===== src/rtl/rbc_defines.svh =====
// register offsets, field positions, reset values and code widths for the reference and bias bank
`ifndef RBC_DEFINES_SVH
`define RBC_DEFINES_SVH
`define RBC_ADDR_W 8
`define RBC_DATA_W 16
`define RBC_OFF_PM1 8'h02
`define RBC_OFF_ARC 8'h07
`define RBC_OFF_REG_CODES 8'h40
`define RBC_OFF_STATUS 8'h41
`define RBC_PM1_MASK 16'h000F
`define RBC_ARC_MASK 16'h0FF0
`define RBC_CODES_MASK 16'h61FF
`define RBC_PM1_RESET 16'h0000
`define RBC_ARC_RESET 16'h0000
`define RBC_CODES_RESET 16'h0147
`define RBC_BIT_VBUF 2
`define RBC_BIT_BIAS 3
`define RBC_BIT_MID_EN 4
`define RBC_BIT_SLEW_LO 5
`define RBC_BIT_SRC 7
`define RBC_BIT_SUB 8
`define RBC_BIT_RATIO 9
`define RBC_BIT_MSRC 10
`define RBC_BIT_FAST 11
`define RBC_BIT_BG_LO 5
`define RBC_BIT_FREF 14
`define RBC_BIT_RREF 13
`define RBC_MULT_W 10
`define RBC_BG_W 11
`define RBC_BG_BASE_MV 11'h4B0
`define RBC_BG_TOP_MV 11'h640
`endif


===== src/rtl/rbc_pkg.sv =====
// types shared by the reference and bias bank
package rbc_pkg;
  typedef enum logic [1:0] {
    RBC_DIV_OFF = 2'h0,
    RBC_DIV_NORMAL = 2'h1,
    RBC_DIV_STANDBY = 2'h2,
    RBC_DIV_FAST = 2'h3
  } rbc_div_e;
  typedef enum logic [1:0] {
    RBC_SLEW_OFF = 2'h0,
    RBC_SLEW_FAST = 2'h1,
    RBC_SLEW_NORMAL = 2'h2,
    RBC_SLEW_SLOW = 2'h3
  } rbc_slew_e;
  typedef enum logic [2:0] {
    RBC_REF_BANDGAP = 3'h1,
    RBC_REF_MIDRAIL = 3'h2,
    RBC_REF_FASTSTART = 3'h4
  } rbc_ref_e;
endpackage


===== src/rtl/rbc_bg_lut.sv =====
// bandgap level lookup in millivolts
`include "rbc_defines.svh"
module rbc_bg_lut
  import rbc_pkg::*;
(
  input wire logic [3:0] i_code,
  output logic [`RBC_BG_W-1:0] o_mv
);
  always_comb begin
    unique case (i_code) // (RULE2)
      4'h0: o_mv = `RBC_BG_BASE_MV;
      4'h1: o_mv = 11'h4CB;
      4'h2: o_mv = 11'h4E5;
      4'h3: o_mv = 11'h500;
      4'h4: o_mv = 11'h51B;
      4'h5: o_mv = 11'h536;
      4'h6: o_mv = 11'h550;
      4'h7: o_mv = 11'h56B;
      4'h8: o_mv = 11'h586;
      4'h9: o_mv = 11'h5A0;
      4'hA: o_mv = 11'h5BB;
      4'hB: o_mv = 11'h5D6;
      4'hC: o_mv = 11'h5F0;
      4'hD: o_mv = 11'h60B;
      4'hE: o_mv = 11'h626;
      4'hF: o_mv = `RBC_BG_TOP_MV;
    endcase
  end
endmodule // rbc_bg_lut


===== src/rtl/rbc_mult_lut.sv =====
// regulator multiplier lookup, hundredths of the chosen reference
`include "rbc_defines.svh"
module rbc_mult_lut
  import rbc_pkg::*;
(
  input wire logic [4:0] i_code,
  output logic [`RBC_MULT_W-1:0] o_mult
);
  // one fixed multiplier per code
  always_comb begin
    unique case (i_code) // (RULE1)
      5'h00: o_mult = 10'h08E;
      5'h01: o_mult = 10'h096;
      5'h02: o_mult = 10'h09E;
      5'h03: o_mult = 10'h0A6;
      5'h04: o_mult = 10'h0AE;
      5'h05: o_mult = 10'h0B6;
      5'h06: o_mult = 10'h0BE;
      5'h07: o_mult = 10'h0C5;
      5'h08: o_mult = 10'h0CE;
      5'h09: o_mult = 10'h0D5;
      5'h0A: o_mult = 10'h0DD;
      5'h0B: o_mult = 10'h0E5;
      5'h0C: o_mult = 10'h0ED;
      5'h0D: o_mult = 10'h0F5;
      5'h0E: o_mult = 10'h0FD;
      5'h0F: o_mult = 10'h10D;
      5'h10: o_mult = 10'h11D;
      5'h11: o_mult = 10'h12C;
      5'h12: o_mult = 10'h13C;
      5'h13: o_mult = 10'h14C;
      5'h14: o_mult = 10'h15D;
      5'h15: o_mult = 10'h16B;
      5'h16: o_mult = 10'h17B;
      5'h17: o_mult = 10'h18B;
      5'h18: o_mult = 10'h19C;
      5'h19: o_mult = 10'h1AC;
      5'h1A: o_mult = 10'h1BA;
      5'h1B: o_mult = 10'h1CA;
      5'h1C: o_mult = 10'h1DB;
      5'h1D: o_mult = 10'h1EA;
      5'h1E: o_mult = 10'h1FA;
      5'h1F: o_mult = 10'h20B;
    endcase
  end
endmodule // rbc_mult_lut


===== src/rtl/rbc_top.sv =====
// reference and bias control register bank with decoded analogue controls
// Notes on behaviour
// (RULE1) five-bit regulator code maps to one fixed multiplier, 1.42 up to 5.23
// (RULE2) four-bit bandgap code maps to 1.200 V up to 1.600 V
// (RULE3) divider select: off, normal, standby, fast; resets to off
// (RULE4) midrail source bit 10: 0 regulator supply, 1 regulator output
// (RULE5) software keeps source at supply when midrail feeds the regulator
// (RULE6) ratio bit 9: 0 gives 5/11, 1 gives one half
// (RULE7) software aims for half regulator output, one half with output source
// (RULE8) midrail enable bit 4 with divider select gates midrail generation
// (RULE9) master bias bit 3 turns on normal bias; software also enables midrail
// (RULE10) startup bias bit 8 enables alternate bias; bit 7 picks source
// (RULE11) software uses startup bias while powering up, then normal
// (RULE12) soft-start field 6:5: off, fast, normal, slow; resets to off
// (RULE13) software enables soft-start and path before nonzero divider select
// (RULE14) soft shutdown sets slew, startup bias and source before divider off
// (RULE15) fast-start bit 11 enables supply-powered alternate midrail reference
// (RULE16) software enables bias along path before midrail is applied
// (RULE17) fast reference select only counts when regulator reference select is 0
// (RULE18) unassigned bits read zero and ignore writes; fields hold until reset
`include "rbc_defines.svh"
module rbc_top
  import rbc_pkg::*;
(
  input wire logic i_clk,
  input wire logic i_rst,
  input wire logic [`RBC_ADDR_W-1:0] i_addr,
  input wire logic [`RBC_DATA_W-1:0] i_wdata,
  input wire logic i_wr,
  input wire logic i_rd,
  output logic [`RBC_DATA_W-1:0] o_rdata,
  output logic [1:0] o_midrail_divider_select,
  output logic o_midrail_on,
  output logic o_midrail_source_select,
  output logic o_midrail_ratio_select,
  output logic o_midrail_buffer_on,
  output logic o_master_bias_on,
  output logic o_startup_bias_on,
  output logic o_bias_source_select,
  output logic o_active_bias_on,
  output logic [1:0] o_soft_start_slew,
  output logic o_fast_start_reference_on,
  output logic [2:0] o_regulator_reference,
  output logic [`RBC_MULT_W-1:0] o_regulator_multiplier,
  output logic [`RBC_BG_W-1:0] o_bandgap_level_mv
);
  logic [`RBC_DATA_W-1:0] pm1_r;
  logic [`RBC_DATA_W-1:0] arc_r;
  logic [`RBC_DATA_W-1:0] codes_r;
  logic [`RBC_DATA_W-1:0] rdata_r;
  logic [`RBC_DATA_W-1:0] rdata_nxt;
  logic [1:0] div_r;
  logic mid_on_r;
  logic msrc_r;
  logic ratio_r;
  logic vbuf_r;
  logic bias_r;
  logic sub_r;
  logic src_r;
  logic act_bias_r;
  logic [1:0] slew_r;
  logic fast_r;
  logic [2:0] ref_r;
  logic [`RBC_MULT_W-1:0] mult_r;
  logic [`RBC_BG_W-1:0] bg_r;
  logic [`RBC_MULT_W-1:0] mult_w;
  logic [`RBC_BG_W-1:0] bg_w;
  logic [2:0] ref_nxt;
  logic [`RBC_DATA_W-1:0] status_w;

  // register write merge keeps only assigned bits
  function automatic logic [`RBC_DATA_W-1:0] masked(input logic [`RBC_DATA_W-1:0] d,
                                                    input logic [`RBC_DATA_W-1:0] m);
    masked = d & m;
  endfunction

  wire hit_pm1 = (i_addr == `RBC_OFF_PM1);
  wire hit_arc = (i_addr == `RBC_OFF_ARC);
  wire hit_codes = (i_addr == `RBC_OFF_REG_CODES);
  wire hit_status = (i_addr == `RBC_OFF_STATUS);
  wire wr_pm1 = i_wr & hit_pm1;
  wire wr_arc = i_wr & hit_arc;
  wire wr_codes = i_wr & hit_codes;

  wire [1:0] div_w = pm1_r[1:0]; // (RULE3)
  wire [1:0] slew_w = arc_r[`RBC_BIT_SLEW_LO +: 2]; // (RULE12)
  wire mid_en_w = arc_r[`RBC_BIT_MID_EN];
  // midrail is generated only with the enable set and a divider chosen
  wire mid_on_w = mid_en_w & (div_w != RBC_DIV_OFF); // (RULE8)
  wire rref_w = codes_r[`RBC_BIT_RREF];
  wire fref_w = codes_r[`RBC_BIT_FREF];
  // bias actually flowing: the selected source must also be switched on
  wire act_bias_w = arc_r[`RBC_BIT_SRC] ? arc_r[`RBC_BIT_SUB] : pm1_r[`RBC_BIT_BIAS]; // (RULE10)
  assign status_w = {11'h000, act_bias_w, mid_on_w, ref_r};

  // fast select is ignored once the bandgap is chosen
  always_comb begin
    if (rref_w) begin // (RULE17)
      ref_nxt = RBC_REF_BANDGAP;
    end else if (fref_w) begin
      ref_nxt = RBC_REF_FASTSTART;
    end else begin
      ref_nxt = RBC_REF_MIDRAIL;
    end
  end

  rbc_mult_lut u_mult (
    .i_code(codes_r[4:0]),
    .o_mult(mult_w)
  );

  rbc_bg_lut u_bg (
    .i_code(codes_r[`RBC_BIT_BG_LO +: 4]),
    .o_mv(bg_w)
  );

  // unmapped addresses read as zero
  always_comb begin
    rdata_nxt = 16'h0000;
    if (i_rd) begin
      if (hit_pm1) begin
        rdata_nxt = pm1_r; // (RULE18)
      end else if (hit_arc) begin
        rdata_nxt = arc_r;
      end else if (hit_codes) begin
        rdata_nxt = codes_r;
      end else if (hit_status) begin
        rdata_nxt = status_w;
      end
    end
  end

  always_ff @(posedge i_clk or posedge i_rst) begin
    if (i_rst) begin
      pm1_r <= `RBC_PM1_RESET;
      arc_r <= `RBC_ARC_RESET;
      codes_r <= `RBC_CODES_RESET;
    end else begin
      if (wr_pm1) begin
        pm1_r <= masked(i_wdata, `RBC_PM1_MASK); // (RULE18)
      end
      if (wr_arc) begin
        arc_r <= masked(i_wdata, `RBC_ARC_MASK); // (RULE18)
      end
      if (wr_codes) begin
        codes_r <= masked(i_wdata, `RBC_CODES_MASK);
      end
    end
  end

  // outputs registered once more so each leaves straight from a flop
  always_ff @(posedge i_clk or posedge i_rst) begin
    if (i_rst) begin
      rdata_r <= 16'h0000;
      div_r <= 2'h0;
      mid_on_r <= 1'b0;
      msrc_r <= 1'b0;
      ratio_r <= 1'b0;
      vbuf_r <= 1'b0;
      bias_r <= 1'b0;
      sub_r <= 1'b0;
      src_r <= 1'b0;
      act_bias_r <= 1'b0;
      slew_r <= 2'h0;
      fast_r <= 1'b0;
      ref_r <= RBC_REF_MIDRAIL;
      mult_r <= 10'h000;
      bg_r <= 11'h000;
    end else begin
      rdata_r <= rdata_nxt;
      div_r <= div_w; // (RULE3)
      mid_on_r <= mid_on_w; // (RULE8)
      msrc_r <= arc_r[`RBC_BIT_MSRC]; // (RULE4)
      ratio_r <= arc_r[`RBC_BIT_RATIO]; // (RULE6)
      vbuf_r <= pm1_r[`RBC_BIT_VBUF];
      bias_r <= pm1_r[`RBC_BIT_BIAS]; // (RULE9)
      sub_r <= arc_r[`RBC_BIT_SUB]; // (RULE10)
      src_r <= arc_r[`RBC_BIT_SRC]; // (RULE10)
      act_bias_r <= act_bias_w;
      slew_r <= slew_w; // (RULE12)
      fast_r <= arc_r[`RBC_BIT_FAST]; // (RULE15)
      ref_r <= ref_nxt; // (RULE17)
      mult_r <= mult_w; // (RULE1)
      bg_r <= bg_w; // (RULE2)
    end
  end

  assign o_rdata = rdata_r;
  assign o_midrail_divider_select = div_r;
  assign o_midrail_on = mid_on_r;
  assign o_midrail_source_select = msrc_r;
  assign o_midrail_ratio_select = ratio_r;
  assign o_midrail_buffer_on = vbuf_r;
  assign o_master_bias_on = bias_r;
  assign o_startup_bias_on = sub_r;
  assign o_bias_source_select = src_r;
  assign o_active_bias_on = act_bias_r;
  assign o_soft_start_slew = slew_r;
  assign o_fast_start_reference_on = fast_r;
  assign o_regulator_reference = ref_r;
  assign o_regulator_multiplier = mult_r;
  assign o_bandgap_level_mv = bg_r;

  // decoded outputs trail a write by two edges
  chk_div_follows: assert property (@(posedge i_clk) disable iff (i_rst) // (RULE3)
    wr_pm1 |-> ##2 o_midrail_divider_select == $past(i_wdata[1:0], 2))
    else $error("divider select not taken from write");
  chk_mid_gate: assert property (@(posedge i_clk) disable iff (i_rst) // (RULE8)
    o_midrail_on |-> $past(arc_r[4]) && $past(pm1_r[1:0]) != 2'h0)
    else $error("midrail on without enable and divider");
  chk_mid_makes: assert property (@(posedge i_clk) disable iff (i_rst) // (RULE8)
    $past(arc_r[4]) && $past(pm1_r[1:0]) != 2'h0 |-> o_midrail_on)
    else $error("midrail off with enable and divider");
  chk_src_bit: assert property (@(posedge i_clk) disable iff (i_rst) // (RULE4)
    wr_arc |-> ##2 o_midrail_source_select == $past(i_wdata[10], 2))
    else $error("source select bit mismatch");
  chk_ratio_bit: assert property (@(posedge i_clk) disable iff (i_rst) // (RULE6)
    wr_arc |-> ##2 o_midrail_ratio_select == $past(i_wdata[9], 2))
    else $error("ratio bit mismatch");
  chk_slew_field: assert property (@(posedge i_clk) disable iff (i_rst) // (RULE12)
    wr_arc |-> ##2 o_soft_start_slew == $past(i_wdata[6:5], 2))
    else $error("slew field mismatch");
  chk_bias_bits: assert property (@(posedge i_clk) disable iff (i_rst) // (RULE9)
    wr_pm1 ##1 !wr_pm1 |-> ##1 o_master_bias_on == $past(i_wdata[3], 2))
    else $error("master bias bit mismatch");
  chk_startup_bit: assert property (@(posedge i_clk) disable iff (i_rst) // (RULE10)
    wr_arc |-> ##2 o_startup_bias_on == $past(i_wdata[8], 2))
    else $error("startup bias bit mismatch");
  chk_srcsel_bit: assert property (@(posedge i_clk) disable iff (i_rst) // (RULE10)
    wr_arc |-> ##2 o_bias_source_select == $past(i_wdata[7], 2))
    else $error("bias source bit mismatch");
  chk_startup_sel: assert property (@(posedge i_clk) disable iff (i_rst) // (RULE10)
    o_bias_source_select && o_startup_bias_on |-> o_active_bias_on)
    else $error("startup bias selected but not active");
  chk_active_norm: assert property (@(posedge i_clk) disable iff (i_rst) // (RULE10)
    !o_bias_source_select |-> o_active_bias_on == o_master_bias_on)
    else $error("normal bias selected but activity differs");
  chk_fast_bit: assert property (@(posedge i_clk) disable iff (i_rst) // (RULE15)
    wr_arc |-> ##2 o_fast_start_reference_on == $past(i_wdata[11], 2))
    else $error("fast start bit mismatch");
  chk_ref_prio: assert property (@(posedge i_clk) disable iff (i_rst) // (RULE17)
    $past(rref_w) |-> o_regulator_reference == RBC_REF_BANDGAP)
    else $error("bandgap select not obeyed");
  chk_ref_fast: assert property (@(posedge i_clk) disable iff (i_rst) // (RULE17)
    $past(!rref_w && fref_w) |-> o_regulator_reference == RBC_REF_FASTSTART)
    else $error("fast reference select not obeyed");
  chk_ref_mid: assert property (@(posedge i_clk) disable iff (i_rst) // (RULE17)
    $past(!rref_w && !fref_w) |-> o_regulator_reference == RBC_REF_MIDRAIL)
    else $error("midrail reference not chosen");
  chk_mult_ends: assert property (@(posedge i_clk) disable iff (i_rst) // (RULE1)
    $past(codes_r[4:0]) == 5'h1F |-> o_regulator_multiplier == 10'h20B)
    else $error("top multiplier wrong");
  chk_mult_low: assert property (@(posedge i_clk) disable iff (i_rst) // (RULE1)
    $past(codes_r[4:0]) == 5'h00 |-> o_regulator_multiplier == 10'h08E)
    else $error("lowest multiplier wrong");
  chk_bg_ends: assert property (@(posedge i_clk) disable iff (i_rst) // (RULE2)
    $past(codes_r[8:5]) == 4'h0 |-> o_bandgap_level_mv == `RBC_BG_BASE_MV)
    else $error("lowest bandgap wrong");
  chk_bg_top: assert property (@(posedge i_clk) disable iff (i_rst) // (RULE2)
    $past(codes_r[8:5]) == 4'hF |-> o_bandgap_level_mv == `RBC_BG_TOP_MV)
    else $error("top bandgap wrong");

  // storage and read-back checks
  chk_rsvd_zero: assert property (@(posedge i_clk) disable iff (i_rst) // (RULE18)
    i_rd && hit_arc |=> (o_rdata & ~16'h0FF0) == 16'h0000)
    else $error("reserved bits read nonzero");
  chk_rsvd_pm1: assert property (@(posedge i_clk) disable iff (i_rst) // (RULE18)
    i_rd && hit_pm1 |=> (o_rdata & ~`RBC_PM1_MASK) == 16'h0000)
    else $error("reserved power bits read nonzero");
  chk_unmapped_rd: assert property (@(posedge i_clk) disable iff (i_rst) // (RULE18)
    i_rd && !hit_pm1 && !hit_arc && !hit_codes && !hit_status |=> o_rdata == 16'h0000)
    else $error("unmapped address read nonzero");
  chk_arc_hold: assert property (@(posedge i_clk) disable iff (i_rst) // (RULE18)
    !wr_arc |=> $stable(arc_r))
    else $error("reference control changed without write");
  chk_pm1_hold: assert property (@(posedge i_clk) disable iff (i_rst) // (RULE18)
    !wr_pm1 |=> $stable(pm1_r))
    else $error("power control changed without write");
  chk_codes_hold: assert property (@(posedge i_clk) disable iff (i_rst) // (RULE18)
    !wr_codes |=> $stable(codes_r))
    else $error("regulator codes changed without write");

  cov_startup: cover property (@(posedge i_clk) disable iff (i_rst)
    o_startup_bias_on && o_bias_source_select ##1 o_midrail_on);
  cov_shutdown: cover property (@(posedge i_clk) disable iff (i_rst)
    o_midrail_on && o_soft_start_slew != 2'h0 ##[1:20] !o_midrail_on);
  cov_fastref: cover property (@(posedge i_clk) disable iff (i_rst)
    o_regulator_reference == RBC_REF_FASTSTART);
  cov_half_output: cover property (@(posedge i_clk) disable iff (i_rst)
    o_midrail_source_select && o_midrail_ratio_select && o_regulator_reference == RBC_REF_BANDGAP);
  cov_all_on: cover property (@(posedge i_clk) disable iff (i_rst)
    o_midrail_on && o_fast_start_reference_on && o_soft_start_slew == RBC_SLEW_SLOW);
endmodule // rbc_top


===== config.mk =====
export PLATFORM = sky130hd
export DESIGN_NAME = rbc_top
export DESIGN_NICKNAME = d
export VERILOG_FILES = /design/src/rtl/rbc_pkg.sv /design/src/rtl/rbc_bg_lut.sv /design/src/rtl/rbc_mult_lut.sv /design/src/rtl/rbc_top.sv
export VERILOG_INCLUDE_DIRS = /design/src /design/src/rtl
export SDC_FILE = /design/constraint.sdc
export NUM_CORES = 1
export LEC_CHECK = 0
export ABC_AREA = 1
export BUFFER_PORTS_ARGS = -buffer_cell sky130_fd_sc_hd__buf_4
export CAP_MARGIN = 0
export CELL_PAD_IN_SITES_DETAIL_PLACEMENT = 0
export CELL_PAD_IN_SITES_GLOBAL_PLACEMENT = 2
export CORE_MARGIN = 4
export CORE_UTILIZATION = 34
export CTS_CLUSTER_SIZE = 25
export DETAILED_ROUTE_END_ITERATION = 10
export GPL_ROUTABILITY_DRIVEN = 1
export PLACE_DENSITY_LB_ADDON = 0.1
export SLEW_MARGIN = 20
export SYNTH_ARGS = -nofsm -noshare
export SYNTH_HDL_FRONTEND = slang
export SYNTH_SLANG_ARGS = --single-unit

===== constraint.sdc =====
create_clock -name i_clk -period 4.85 [get_ports i_clk]
set_clock_uncertainty 0.2 [all_clocks]
set_input_delay 0.97 -clock i_clk [delete_from_list [all_inputs] [get_ports i_clk]]
set_output_delay 0.97 -clock i_clk [all_outputs]
set_load 0.005 [all_outputs]

* Word level (Yosys, flattened, before mapping) *
Memory sizes are Yosys's and may differ from the RTL's. A register that Yosys moved wholly into a read port is not among the register bits.
Index checks and enable logic that the tools add are counted.

word-level totals
  register bits = 66
  bits in read-only memories = 480
  bits of input ports = 28
  output and inout port bits = 53
  memories = 2

memories
  memory           words  bits a word  rd ports  clocked after Yosys merged registers in  write ports  line                RTL
  (no name shown)  32     10           1         1                                        0            rbc_mult_lut.sv:11  unique case (i_code)
  (no name shown)  16     10           1         1                                        0            rbc_bg_lut.sv:10    unique case (i_code)

cells by class
  equal/unequal tests = 4
  muxes and demuxes = 8
  bitwise gates (word level) = 4
  reductions and logical operators = 1

operator list
  operator                                                               number
  15-bit two-way mux                                                     4
  8-bit by 7-bit equality test with 1-bit output, second input constant  2
  8-bit by 2-bit equality test with 1-bit output, second input constant  1
  8-bit by 3-bit equality test with 1-bit output, second input constant  1
  3-bit two-way mux                                                      2
  5-bit two-way mux                                                      1
  1-bit bitwise AND                                                      4
  2-bit nonzero test                                                     1
  1-bit two-way mux                                                      1

* Logic depth before layout (Yosys ltp) *
Gate-level depths: netlist of run 1.

  depth in word-level cells = 7
  mapped depth = 9
  gate-level depth less buffers = 8

* Modules after synthesis *
A second synthesis of run 1 with hierarchy kept.

second synthesis, totals
  cell total of the unflattened synthesis = 368
  area, all modules = 3335.7 um^2

modules (own cells, without submodules)
  module        instances  cells each  area an instance (um^2)
  rbc_top       1          252         2733.9
  rbc_bg_lut    1          62          320.3
  rbc_mult_lut  1          54          281.5

* Least setup slack after synthesis of run 1 *
No wires, ideal clock.

  path type = input to register
  start point = input port i_addr[4]
  end point = register codes_r[4]
  setup time = 117 ps
  arrival time = 1782 ps
  required time = 4533 ps
  path slack = 2751 ps
  cell stages on the path = 9
  buffers on the path = 1
  cell sequence = inv_1 nand2_1 nor2_2 nand2_4 clkinv_4 nand2_4 buf_6 nand2_1 nand2_1

between the ends
  longest elaborated chain between the ends = 2

RTL lines
  item                                                      line            RTL
  start, declared                                           rbc_top.sv:27   input wire logic [`RBC_ADDR_W-1:0] i_addr,
  8-bit by 7-bit equality test with 1-bit output (no line)  n/a
  1-bit bitwise AND                                         rbc_top.sv:83   wire wr_codes = i_wr & hit_codes;
  end signal, assigned                                      rbc_top.sv:137  codes_r <= `RBC_CODES_RESET;
  end signal, assigned                                      rbc_top.sv:146  codes_r <= masked(i_wdata, `RBC_CODES_MASK);
  end, declared                                             rbc_top.sv:49   logic [`RBC_DATA_W-1:0] codes_r;

Every way passes these cells.
A chain may end at the register's enable or synchronous reset.

* Worst setup path in the final report of run 1 *
  start point = input port i_addr[4]
  end point = register codes_r[5]

Same word-level chain as after synthesis.

==> out/summary.md, run 1 <==
Static timing analysis puts the maximum clock frequency at 455 MHz. The register bit total from synthesis was 74. Largest driver fanout on the critical path: 18. Setup repair after global routing left no endpoint under its margin.

At the end of routability-driven placement, the weighted congestion stood at 0.789. The maximum cell stage delay along the critical path was 0.42 ns; the total die area was 11100 um2. The critical path starts at i_addr[4]. Across the run, the number of max-cap violations was 0. After synthesis, the netlist uses 31 different library cells.

In this run the most critical hold path is launched from arc_r[9]$_DFFE_PP0P_. The proportion of layout cells with a drive suffix above 1 was 29.4%; the total power divided by cell area was 310 nW/um2. The number of pins with negative max-slew slack in the final report is 0.

The worst slack at placement came out at 2.28 ns. For the footprint of the multi-input gates, the log shows 1150 um2. The HPWL after detailed placement is 5220 um. Of the total power, combinational logic draws 10.6%. The antenna cell count was 0; the critical path arrival was 2.22 ns.

The worst path uses 45.3% of the clock period. The library cell contributing the largest single delay on the critical path is sky130_fd_sc_hd__nor2_2. The layout has 941 filler cells. For this design the total switching power over the nets is 0.321 mW. The tools report the final instance count without filler cells as 551.

TritonCTS built the clock tree. Clock tree synthesis found a total of 74 sinks. Ranked by total cell area, the synthesized netlist is headed by sky130_fd_sc_hd__dfrtp_1, sky130_fd_sc_hd__nand2_1, sky130_fd_sc_hd__dfstp_2. The H-tree generated during clock tree synthesis spans 3 levels.

Across all layers, the routed design uses 2412 vias. For the global-route usage over all layers, the log shows 13.6%. The path type of the worst min-delay path is register to register. STA classifies the critical path startpoint as an input port. In this run the number of cells on the critical path is 9.

The average cell area after synthesis was 9.60 um2; the remaining routing DRC violations was 0. The category of cells accounting for the largest share of critical-path delay is simple AND/OR/NAND/NOR gates. The core region is 9240 um2. The average wire per cell in the routed design was 13.0 um; the number of DRC markers in iteration 0 was 78. The Yosys step of the flow raised 0 warnings.

Along the worst hold path, the cell count comes to 0. Sorting the synthesized cells by how often they occur yields sky130_fd_sc_hd__nand2_1, sky130_fd_sc_hd__dfrtp_1, sky130_fd_sc_hd__inv_1. For this run, the leading register cell type out of synthesis is sky130_fd_sc_hd__dfrtp_1. The buffer type at the clock tree root was sky130_fd_sc_hd__clkbuf_8. The number of vias per cell came out at 4.38. The logs give 0 for the post-CTS setup buffer count and 2.16 nW for the static leakage power. Counting flops with a built-in enable in the synthesized netlist gives 0.

The slew at the pin closest to its max-slew limit works out to 0.598 ns. The clock-pin slew of the registers on the worst-case setup and hold paths came out at 0.07 ns. The number of antenna violations at the first check in global routing came out at 0. The pin count of the biggest net entering global routing was 49.

The largest area contributor in the synthesized netlist was sky130_fd_sc_hd__dfrtp_1. The cell count after synthesis came out at 337. Net switching is 25.2% of the power. The synthesized design devotes to its leading area cell type 52.6% of total area. The initial utilization of the core area, before any placement, comes to 35.0%. The sequential cells in the finished layout cover a total of 1860 um2. For the required time reported for the critical path endpoint, the log shows 4.88 ns. The floorplan step set the die width to 106 um. The flow ran to the end, and the final reports show no timing, DRC or antenna violations. Cell internal power was estimated by the tool at 0.954 mW. For the final setup violation count, the log shows 0. IR analysis of the VDD net gives a maximum drop of 0.110 mV. The total power after layout was 1.27 mW; the I/O pin total was 81. For the total number of placement rows, the log shows 35. The tools report the fraction of the yosys area taken by sequential cells as 57.4%. The time the final worst path needs with I/O delays and setup works out to 2.20 ns.

The clock buffer count from CTS is 9, and the detailed-router iteration count before antenna repair is 4. The tools report the synthesized area as 3240 um2. Global routing finished with a remaining overflow of 0.

Relative to the synthesized area, the layout overhead comes to 26.9%. Once routing completed, OpenROAD measured the worst setup slack at 2.65 ns. The hold-fix buffer count after cts was 0. The tools report the total routed wirelength as 7140 um. The clock passes through at most 2 buffers. Cells fill 44.5% of the core in the end. The y dimension of the die was 106 um; the total negative setup slack was 0 ns. Port buffering added 76 buffers. The critical path contains buffers and inverters numbering 3 combined.

The later pin in the worst-skew pair is clocked with a latency of 0.34 ns. For the count of placed standard cells including taps, the log shows 535. For flop-to-flop paths, the worst setup slack is 3.08 ns. In this run, the clock network consumes 36.4% of the power. The critical path in this run is classified as input port to register. In this run, post-CTS repair resized a total of 0 instances.

The share of total power in sequential cells was 53.0%; the depth of the most critical reg-to-reg path was 5. The run gives 457 as the final net count. STA classifies the critical path endpoint as a register. The start of the worst register-to-register path is codes_r[6]$_DFFE_PP1P_. For the number of global-route vias before repair, the log shows 2336. The critical path goes through buf_4 > inv_1 > nand2_1 > nor2_2 > nand2_4 > clkinv_4 > nand2_4 > nand2_1 > o21ai_2. The first global-routing pass estimated 12000 um of wire. Leading cell type by number of instances after synthesis: sky130_fd_sc_hd__nand2_1. The tools report the tightest slew margin relative to the limit as 60.2%. Counting flops with an async set or reset pin after synthesis yields a share of 100%. The number of failing hold endpoints at the final stage is 0, and the antenna violation net count after detailed routing is 0.
per-layer routing:
| metal | global-route usage [%] | share of wire, % | vias to the layer above |
|---|---|---|---|
| li1 | - | - | 1228 |
| met1 | 18.4 | 46 | 1127 |
| met2 | 21.3 | 49 | 50 |
| met3 | 3.55 | 4.5 | 7 |
| met4 | 4.44 | 1.0 | 0 |
| met5 | 0 | 0 | - |
worst reg2reg max path, cell delays in order (launching register included):
cell and delay, ns:
sky130_fd_sc_hd__dfstp_2 0.63, sky130_fd_sc_hd__inv_1 0.11, sky130_fd_sc_hd__ha_1 0.33, sky130_fd_sc_hd__nor2_1 0.18, sky130_fd_sc_hd__nor2_1 0.09, sky130_fd_sc_hd__a32oi_1 0.16
layout make-up:
class / count / share of cell area, %
timing repair buffer: 77 / 14.1
tap: 129 / 3.93
clock inverter: 7 / 1.71
clock buffer: 9 / 3.02
sequential: 74 / 45.3
inverter: 43 / 4.05
multi-input combinational: 212 / 28.0
through the flow:
stage / instance area [um2] / hold slack [ns]
after floorplan: 3240 / 0.154
after global placement: 3910 / 0.157
after detailed placement: 3910 / 0.161
after CTS: 4110 / 0.178
after global routing: 4110 / 0.188
final: 4110 / 0.177
cells in the final DEF, fill, tap and decap left out, types with 2 or more instances in the layout:
cell type and n:
sky130_fd_sc_hd__nand2_2 2, sky130_fd_sc_hd__dfrtp_1 68, sky130_fd_sc_hd__o21a_1 3, sky130_fd_sc_hd__o211ai_1 2
sky130_fd_sc_hd__nand3_1 24, sky130_fd_sc_hd__nand2_4 3, sky130_fd_sc_hd__nand2_1 83, sky130_fd_sc_hd__nor2_2 2
sky130_fd_sc_hd__nor3_1 4, sky130_fd_sc_hd__o21ai_2 11, sky130_fd_sc_hd__o21ai_0 22, sky130_fd_sc_hd__a22oi_1 2
sky130_fd_sc_hd__clkinv_2 3, sky130_fd_sc_hd__inv_1 39, sky130_fd_sc_hd__clkinv_4 3, sky130_fd_sc_hd__clkinv_1 2
sky130_fd_sc_hd__clkbuf_8 9, sky130_fd_sc_hd__nor2_8 2, sky130_fd_sc_hd__dfstp_2 6, sky130_fd_sc_hd__buf_4 77
sky130_fd_sc_hd__ha_1 12, sky130_fd_sc_hd__nor2_1 21, sky130_fd_sc_hd__conb_1 3, sky130_fd_sc_hd__a21oi_1 11
power groups by stage:
stage | clock network (mW) | logic [mW] | registers, mW
after global routing | 0.507 | 0.155 | 0.681
after floorplan | 0 | 0.0687 | 0.683
after global placement | 0 | 0.139 | 0.688
after detailed placement | 0 | 0.139 | 0.688
after CTS | 0.483 | 0.139 | 0.676
final | 0.465 | 0.135 | 0.676
state kept, by name, indices dropped and copies added (netlist names), 2 cells and up:
register,flops
arc_r,8
codes_r,11
o_bandgap_level_mv,11
o_midrail_divider_select,2
o_rdata,14
o_regulator_multiplier,10
o_regulator_reference,3
o_soft_start_slew,2
pm1_r,4
path summary, 6_finish.rpt:
path	end
min reg2reg	o_midrail_ratio_select$_DFF_PP0_
min	o_midrail_ratio_select$_DFF_PP0_
max	codes_r[5]$_DFFE_PP0P_
min in group asynchronous	o_regulator_multiplier[9]$_DFF_PP0_
max reg2reg	o_bandgap_level_mv[6]$_DFF_PP0_
max in group asynchronous	pm1_r[1]$_DFFE_PP0P_
kinds of logic after synthesis:
kind of cell / synth area share (%)
simple gates: 20.3
flops: 57.4
compound gates: 10.2
buf+inv: 7.19
fa+ha+maj: 4.64
other cells: 0.232
(Power assumes the default switching activity.)
==> run 2: changes to the inputs <==
Settings changed: CORE_UTILIZATION 34 to 29.
Clock period 4.85 ns to 1.85 ns, I/O delays scaled along.
==> run 2 against run 1 <==
  * Clock power grew to 3.1 times the previous value
  * Utilization is 5.4 points lower
  * Register-to-register slack worse by 2.9 ns
  * Die area is 16% higher
  * Routed wire length is 6.4% higher
  * Total power grew to 2.8 times the previous value
  * Sequential power grew to 2.6 times the previous value
  * Highest routed layer unchanged
  * Worst setup slack worse by 2.4 ns
  * Count of clock-buffer cells in the layout stayed put
  * Via count is 1.9% higher
==> out/summary.md, run 2 (synthesized netlist as in run 1, its figures left out) <==
The flow ran to the end, and the final reports show no timing, DRC or antenna violations. The y dimension of the die came out at 114 um (+7.7%). TritonCTS built the clock tree. The required time reported for the critical path endpoint was 1.89 ns (-2.99 ns). The logs give 0 (unchanged) for the final setup violation count and 81 (unchanged) for the I/O pin total. The remaining routing DRC violations came out at 0 (unchanged). The cell count of the worst hold path is 3 (+3).

The max capacitance violation total was 0 (unchanged). The via count of the routed design is 2458 (+1.9%). The tools report the buffer type at the clock tree root as sky130_fd_sc_hd__clkbuf_8.

Setup repair after global routing left no endpoint under its margin. The total negative setup slack was 0 ns (unchanged); the proportion of layout cells with a drive suffix above 1 was 30.7% (+1.3 points). The logs give 3 (unchanged) for the number of levels the H-tree was split into and 0 (unchanged) for the post-CTS setup buffer count. The number of global-route vias before repair was 2474 (+5.9%). The end of the worst hold path is arc_r[9]$_DFFE_PP0P_. The largest driver fanout on the critical path works out to 4 (-14). The tools report the number of antenna violations at the first check in global routing as 0 (unchanged). The total routed wirelength came out at 7600 um (+6.4%). The count of placed standard cells including taps was 555 (+3.7%); the share of the core filled with cells in the final layout was 39.1% (-5.4 points).

The final net count is 468 (+2.4%). The logs give 12.5% (-1.1 points) for the global-route usage over all layers and 0 (unchanged) for the antenna cell count. In the layout the commonest cells are sky130_fd_sc_hd__buf_4, sky130_fd_sc_hd__nand2_1, sky130_fd_sc_hd__dfrtp_1. The total power divided by cell area is 841 nW/um2 (+170%), and the setup slack after layout is 0.230 ns (-2.42 ns).

The number of instances resized during post-cts repair is 0 (unchanged). The area inside the core boundary was 10900 um2 (+18%). The total number of placement rows came out at 38 (+8.6%). For the estimated wirelength of the detail-placed design, the log shows 5520 um (+5.7%).

The worst slack at placement is 0.0543 ns (-2.23 ns), and the pin count of the biggest net entering global routing is 75 (+53%). Most common library cell in the layout ignoring fill and taps: sky130_fd_sc_hd__buf_4. For the total power after layout, the log shows 3.58 mW (+180%). The die extent in x came out at 114 um (+7.7%). The antenna violation net count after detailed routing came out at 0 (unchanged). The tools report the worst supply voltage drop on vdd as 0.483 mV (+340%).

The number of flip-flops in the largest register came out at 14 (unchanged). The number of port buffers is 76 (unchanged). For the worst-case clock buffer depth, the log shows 2 (unchanged).

The tools report the total die area as 12900 um2 (+16%). The number of DRC markers in iteration 0 was 80 (+2.6%); the depth of the most critical reg-to-reg path was 6 (+1). The final weighted congestion in routability-driven placement was 0.731 (-7.3%).

The global-route wire length before repair was 12500 um (+4.3%). The portion of the clock cycle consumed by the worst path in the final layout was 87.6%; the later-pin clock latency in the skew report was 0.35 ns (about the same). For the number of failing hold endpoints at the final stage, the log shows 0 (unchanged). The worst-case register-to-register setup slack was 0.23 ns (-2.85 ns). The run gives 0 (unchanged) as the remaining global-route overflow. The number of vias per cell works out to 4.29 (-2.0%). Detailed-router iteration count before antenna repair: 4 (unchanged).

The kind of critical path was register to register. Number of clock sinks: 74 (unchanged). The average wire per cell in the routed design works out to 13.3 um (+2.3%). The endpoint of the worst register-to-register path is o_regulator_multiplier[3]$_DFF_PP0_.

Path type of the worst min-delay path: input port to register. The clock-pin slew of the registers on the worst-case setup and hold paths came out at 0.08 ns (about the same). Final instance count without filler cells: 573 (+4.0%). The static leakage power is 2.23 nW (+2.9%), and the number of pins with negative max-slew slack in the final report is 0 (unchanged). The tools report the initial core utilization as 29.7% (-5.3 points). The worst register-to-register path begins at codes_r[0]$_DFFE_PP1P_. The worst setup path is launched from a register.

The worst setup path is captured at a register. The area added between synthesis and finish came out at 31.5%. The fmax was 617 MHz; the time the final worst path needs with I/O delays and setup was 1.62 ns. For the critical path arrival, the log shows 1.66 ns (-0.56 ns). Clock buffer count from CTS: 9 (unchanged).

The startpoint identified for the worst hold timing path is i_wdata[9].
run 2: metrics by stage:
stage | hold WS (ns) | cell area [um2]
6_report | 0.0240 | 4260
3_3_place_gp | 0.160 | 4010
2_1_floorplan | 0.154 | 3240
5_1_grt | 0.0110 | 4260
4_1_cts | 0.00368 | 4260
3_5_place_dp | 0.159 | 4010
run 2: cell type report:
type | count | area [um2]
tap | 140 | 175
timing repair buffer | 88 | 678
fill | 1125 | 6630
inverter | 43 | 170
clock buffer | 9 | 124
clock inverter | 7 | 101
multi-input combinational | 212 | 1150
sequential | 74 | 1860
run 2: how the worst max path moves through the flow:
stage	startpoint	end	slack, ns	cells past startpoint
after floorplan	codes_r[6]$_DFFE_PP1P_	o_bandgap_level_mv[0]$_DFF_PP0_	0.28	6
after global placement	i_addr[4]	codes_r[3]$_DFFE_PP0P_	0.07	9
after detailed placement	i_addr[4]	codes_r[3]$_DFFE_PP0P_	0.05	9
after CTS	codes_r[6]$_DFFE_PP1P_	o_bandgap_level_mv[6]$_DFF_PP0_	0.22	5
after global routing	codes_r[6]$_DFFE_PP1P_	o_bandgap_level_mv[6]$_DFF_PP0_	0.08	5
final	codes_r[0]$_DFFE_PP1P_	o_regulator_multiplier[3]$_DFF_PP0_	0.23	6
run 2: repair_timing:
action                                  in CTS  in global routing
hold endpoints to repair                    69                  0
endpoints found under the setup margin       0                  0
hold buffers                                 2                  0
run 2: power by group:
group / total [mW] / leakage [nW] / internal, mW / switching [mW]
combinational: 0.384 / 1.20 / 0.184 / 0.200
sequential: 1.76 / 0.926 / 1.71 / 0.0493
clock: 1.44 / 0.106 / 0.771 / 0.666
run 2: routing by layer:
layer  track usage, %  up-vias  part of all wire [%]
met5                0        -                     0
met2             19.0       49                    47
met4             5.21        0                   1.6
met1             16.5     1158                    47
li1                 -     1241                     -
met3             3.71       10                   4.2
run 2: critical path, cell delays in order (launching register included):
cell                      delay (ns)
sky130_fd_sc_hd__dfstp_2        0.53
sky130_fd_sc_hd__inv_1          0.07
sky130_fd_sc_hd__ha_1           0.25
sky130_fd_sc_hd__nor2_1         0.13
sky130_fd_sc_hd__a21oi_1        0.10
sky130_fd_sc_hd__a22oi_1        0.15
sky130_fd_sc_hd__nand2_1        0.07
==> run 3: changes to the inputs <==
--- a/config.mk
+++ b/config.mk
@@ -16,5 +16,5 @@
 export CTS_CLUSTER_SIZE = 25
 export DETAILED_ROUTE_END_ITERATION = 10
-export GPL_ROUTABILITY_DRIVEN = 1
+export GPL_ROUTABILITY_DRIVEN = 0
 export PLACE_DENSITY_LB_ADDON = 0.1
 export SLEW_MARGIN = 20
==> constraint.sdc (replaced) <==
create_clock -name i_clk -period 1.85 [get_ports i_clk]
set_clock_uncertainty 0.2 [all_clocks]
set_input_delay 0.0925 -clock i_clk [delete_from_list [all_inputs] [get_ports i_clk]]
set_output_delay 0.0925 -clock i_clk [all_outputs]
set_load 0.005 [all_outputs]
==> run 3 against run 2 <==
  * Sequential share of layout area fell by 2.6 points
  * Sequential power about the same
  * Critical path type is now input port to register
  * Routed wire length increased by 4.7%
  * Register-to-register slack improved by 0.02 ns
  * Combinational power up 9.4%
  * Critical endpoint is now arc_r[5]$_DFFE_PP0P_
  * Global-route usage up 0.54 points
  * Sequential cell count unchanged
  * Critical path depth increased by 3
  * First-iteration DRC count shrank 7.5%
  * Maximum frequency down 8.6%
==> out/summary.md, run 3 (synthesized netlist as in run 1, its figures left out) <==
Setup repair after global routing left no endpoint under its margin. From synthesis to final layout, the design area changed by 39.7%. Global-route wire length before repair: 12800 um (+2.8%).

The later-pin clock latency in the skew report was 0.36 ns (about the same). The tools report the area inside the core boundary as 10900 um2 (unchanged). The run finished with clean final reports.

The depth of the most critical reg-to-reg path is 5 (-1), and the number of clock sinks is 74 (unchanged). The logs give 0.25 ns (+0.02 ns) for the worst-case register-to-register setup slack and 4520 um2 (+6.2%) for the post-route cell area. The y dimension of the die was 114 um (unchanged); the clock group share of total power was 39.8% (-0.3 points).

The proportion of layout cells with a drive suffix above 1 was 31.2% (+0.51 points); the remaining routing DRC violations was 0 (unchanged). The switching share of total power came out at 25.7% (+0.13 points). The number of flip-flops in the largest register came out at 14 (unchanged).

Largest driver fanout on the critical path: 16 (+12). The start of the worst register-to-register path is codes_r[6]$_DFFE_PP1P_. The run gives 5530 um (about the same) as the estimated wirelength of the detail-placed design.

The end of the worst hold path is o_rdata[9]$_DFF_PP0_. The critical path arrival was 1.83 ns (+0.17 ns); the final setup violation count was 0 (unchanged). The worst setup path is launched from an input port.

The time the final worst path needs with I/O delays and setup was 1.77 ns (+0.153 ns); the antenna violation net count after detailed routing was 0 (unchanged). The library cells used most frequently in the layout, excluding fill and tap cells, are sky130_fd_sc_hd__buf_4, sky130_fd_sc_hd__nand2_1, sky130_fd_sc_hd__dfrtp_1. The footprint of the multi-input gates is 1170 um2 (+1.7%). The final net count was 493 (+5.3%); the remaining global-route overflow was 0 (unchanged). Number of failing hold endpoints at the final stage: 0 (unchanged). In this run the worst setup path begins at i_addr[6]. The clock buffer count from CTS was 9 (unchanged); the fmax was 564 MHz (-8.6%). Maximum cell stage delay along the critical path: 0.55 ns (+0.02 ns). For the via count of the routed design, the log shows 2576 (+4.8%). The cell count of the worst hold path works out to 5 (+2). The required time reported for the critical path endpoint is 1.91 ns (+0.02 ns), and the setup slack after layout is 0.0765 ns (-0.153 ns). After global routing, the most crowded layer is met2. The total power after layout was 3.62 mW (+1.2%); the global-route usage over all layers was 13.0% (+0.54 points).

TritonCTS built the clock tree. The worst setup path is captured at a register. The logs give 1860 um2 (unchanged) for the combined flip-flop and latch cell area and 3.98% (+0.27 points) for the met3 layer usage reported by global route. The worst-case clock buffer depth was 2 (unchanged); the number of port buffers was 76 (unchanged). The share of total power in sequential cells is 48.6% (-0.6 points), and the number of antenna violations at the first check in global routing is 0 (unchanged).

The logs give 0.931 mW (+1.7%) for the net switching power figure and 0.413 mV (-14%) for the worst supply voltage drop on vdd. The die extent in x is 114 um (unchanged), and the I/O pin total is 81 (unchanged). The portion of the clock cycle consumed by the worst path in the final layout works out to 95.9% (+8.3 points).

The global routing met1 resource utilization came out at 16.8% (+0.32 points). The tools report the cell area reported after detailed placement as 3990 um2 (-0.56%). The internal power summed over all cells came out at 2.69 mW (+0.99%).

The tools report the initial core utilization as 29.7% (unchanged). The startpoint identified for the worst hold timing path is i_addr[2]. The average wire per cell in the routed design works out to 13.3 um (+0.32%). For the share of power burned in combinational logic, the log shows 11.6% (+0.9 points).

The total routed wirelength is 7960 um (+4.7%). The endpoint of the worst register-to-register path was o_bandgap_level_mv[6]$_DFF_PP0_. The number of global-route vias before repair is 2507 (+1.3%), and the max capacitance violation total is 0 (unchanged). The total power divided by cell area came out at 801 nW/um2 (-4.7%). The logs give 74 (-7.5%) for the number of DRC markers in iteration 0 and 20.2% (+1.2 points) for the global routing usage on met2.

The share of the core filled with cells in the final layout was 41.5% (+2.4 points); the number of pins with negative max-slew slack in the final report was 0 (unchanged). The number of vias per cell is 4.31 (+0.42%). By startpoint and endpoint, the worst setup path is classified as input port to register. The tools report the pin count of the biggest net entering global routing as 75 (unchanged). Clock tree synthesis selected as its root buffer the cell sky130_fd_sc_hd__clkbuf_8. Antenna cell count: 0 (unchanged).

The tools report the total negative setup slack as 0 ns (unchanged). The worst slack at placement was 0.264 ns (+0.210 ns); the clock-pin slew of the registers on the worst-case setup and hold paths was 0.09 ns (about the same). The tools report the detailed-router iteration count before antenna repair as 4 (unchanged). The logs give 1124 (-0.089%) for the number of filler instances in the final layout and 12900 um2 (unchanged) for the total die area. The static leakage power is 2.34 nW (+5.2%). Walking the worst path, the cells encountered are buf_4 > dlygate4sd3_1 > or2_4 > nor2_8 > buf_4 > nand2_4 > nor2_8 > nand2_1 > o21a_1. The total number of placement rows was 38 (unchanged). The min-delay analysis places its worst path in the category input port to register.

The library cell used most frequently in the layout, excluding fill and tap cells, is sky130_fd_sc_hd__buf_4. The number of levels the H-tree was split into came out at 3 (unchanged). The library cell contributing the largest single delay on the critical path was sky130_fd_sc_hd__dlygate4sd3_1.
run 3: through the flow:
stage,instances,hold WS (ns)
after CTS,592,0.00423
after global placement,552,0.0401
after floorplan,338,-0.00363
after detailed placement,552,0.0460
final,598,0.0231
after global routing,598,0.0355
run 3: final cells by class:
class | count | area share [%]
Sequential cell | 74 | 41.1
Inverter | 43 | 3.82
Timing Repair Buffer | 113 | 20.3
Clock inverter | 7 | 2.27
Tap cell | 140 | 3.87
Clock buffer | 9 | 2.74
Multi-Input combinational cell | 212 | 25.9
run 3: timing repair:
item	4_1_cts	5_1_grt
buffers inserted	0	8
setup endpoints to repair	0	3
hold buffers	24	0
gates resized for setup	0	7
hold endpoints to repair	106	0
run 3: routing by layer:
layer / routed length [um] / share of wire [%]
met5: 0 / 0
met2: 3880 / 49
met4: 161 / 2.0
met1: 3550 / 45
met3: 364 / 4.6
run 3: critical path, delay by kind of cell:
| kind | cells | cell delay, ns |
|---|---|---|
| and+or+nand+nor | 5 | 0.84 |
| buffers and inverters | 3 | 0.79 |
| AOI/OAI and AO/OA | 1 | 0.11 |
run 3: worst max path at each step:
| stage | end | slack (ns) |
|---|---|---|
| final | arc_r[5]$_DFFE_PP0P_ | 0.08 |
| after global routing | codes_r[13]$_DFFE_PP0P_ | 0.005 |
| after CTS | codes_r[13]$_DFFE_PP0P_ | 0.01 |
| after detailed placement | o_regulator_multiplier[3]$_DFF_PP0_ | 0.26 |
| after global placement | o_bandgap_level_mv[0]$_DFF_PP0_ | 0.26 |
| after floorplan | o_bandgap_level_mv[0]$_DFF_PP0_ | 0.28 |
run 3: power groups by stage:
stage               clock, mW  combinational (mW)  sequential [mW]
floorplan                   0               0.181             1.79
global placement            0               0.391             1.79
detailed placement          0               0.392             1.79
CTS                      1.50               0.429             1.76
global route             1.58               0.473             1.78
finish                   1.44               0.420             1.76
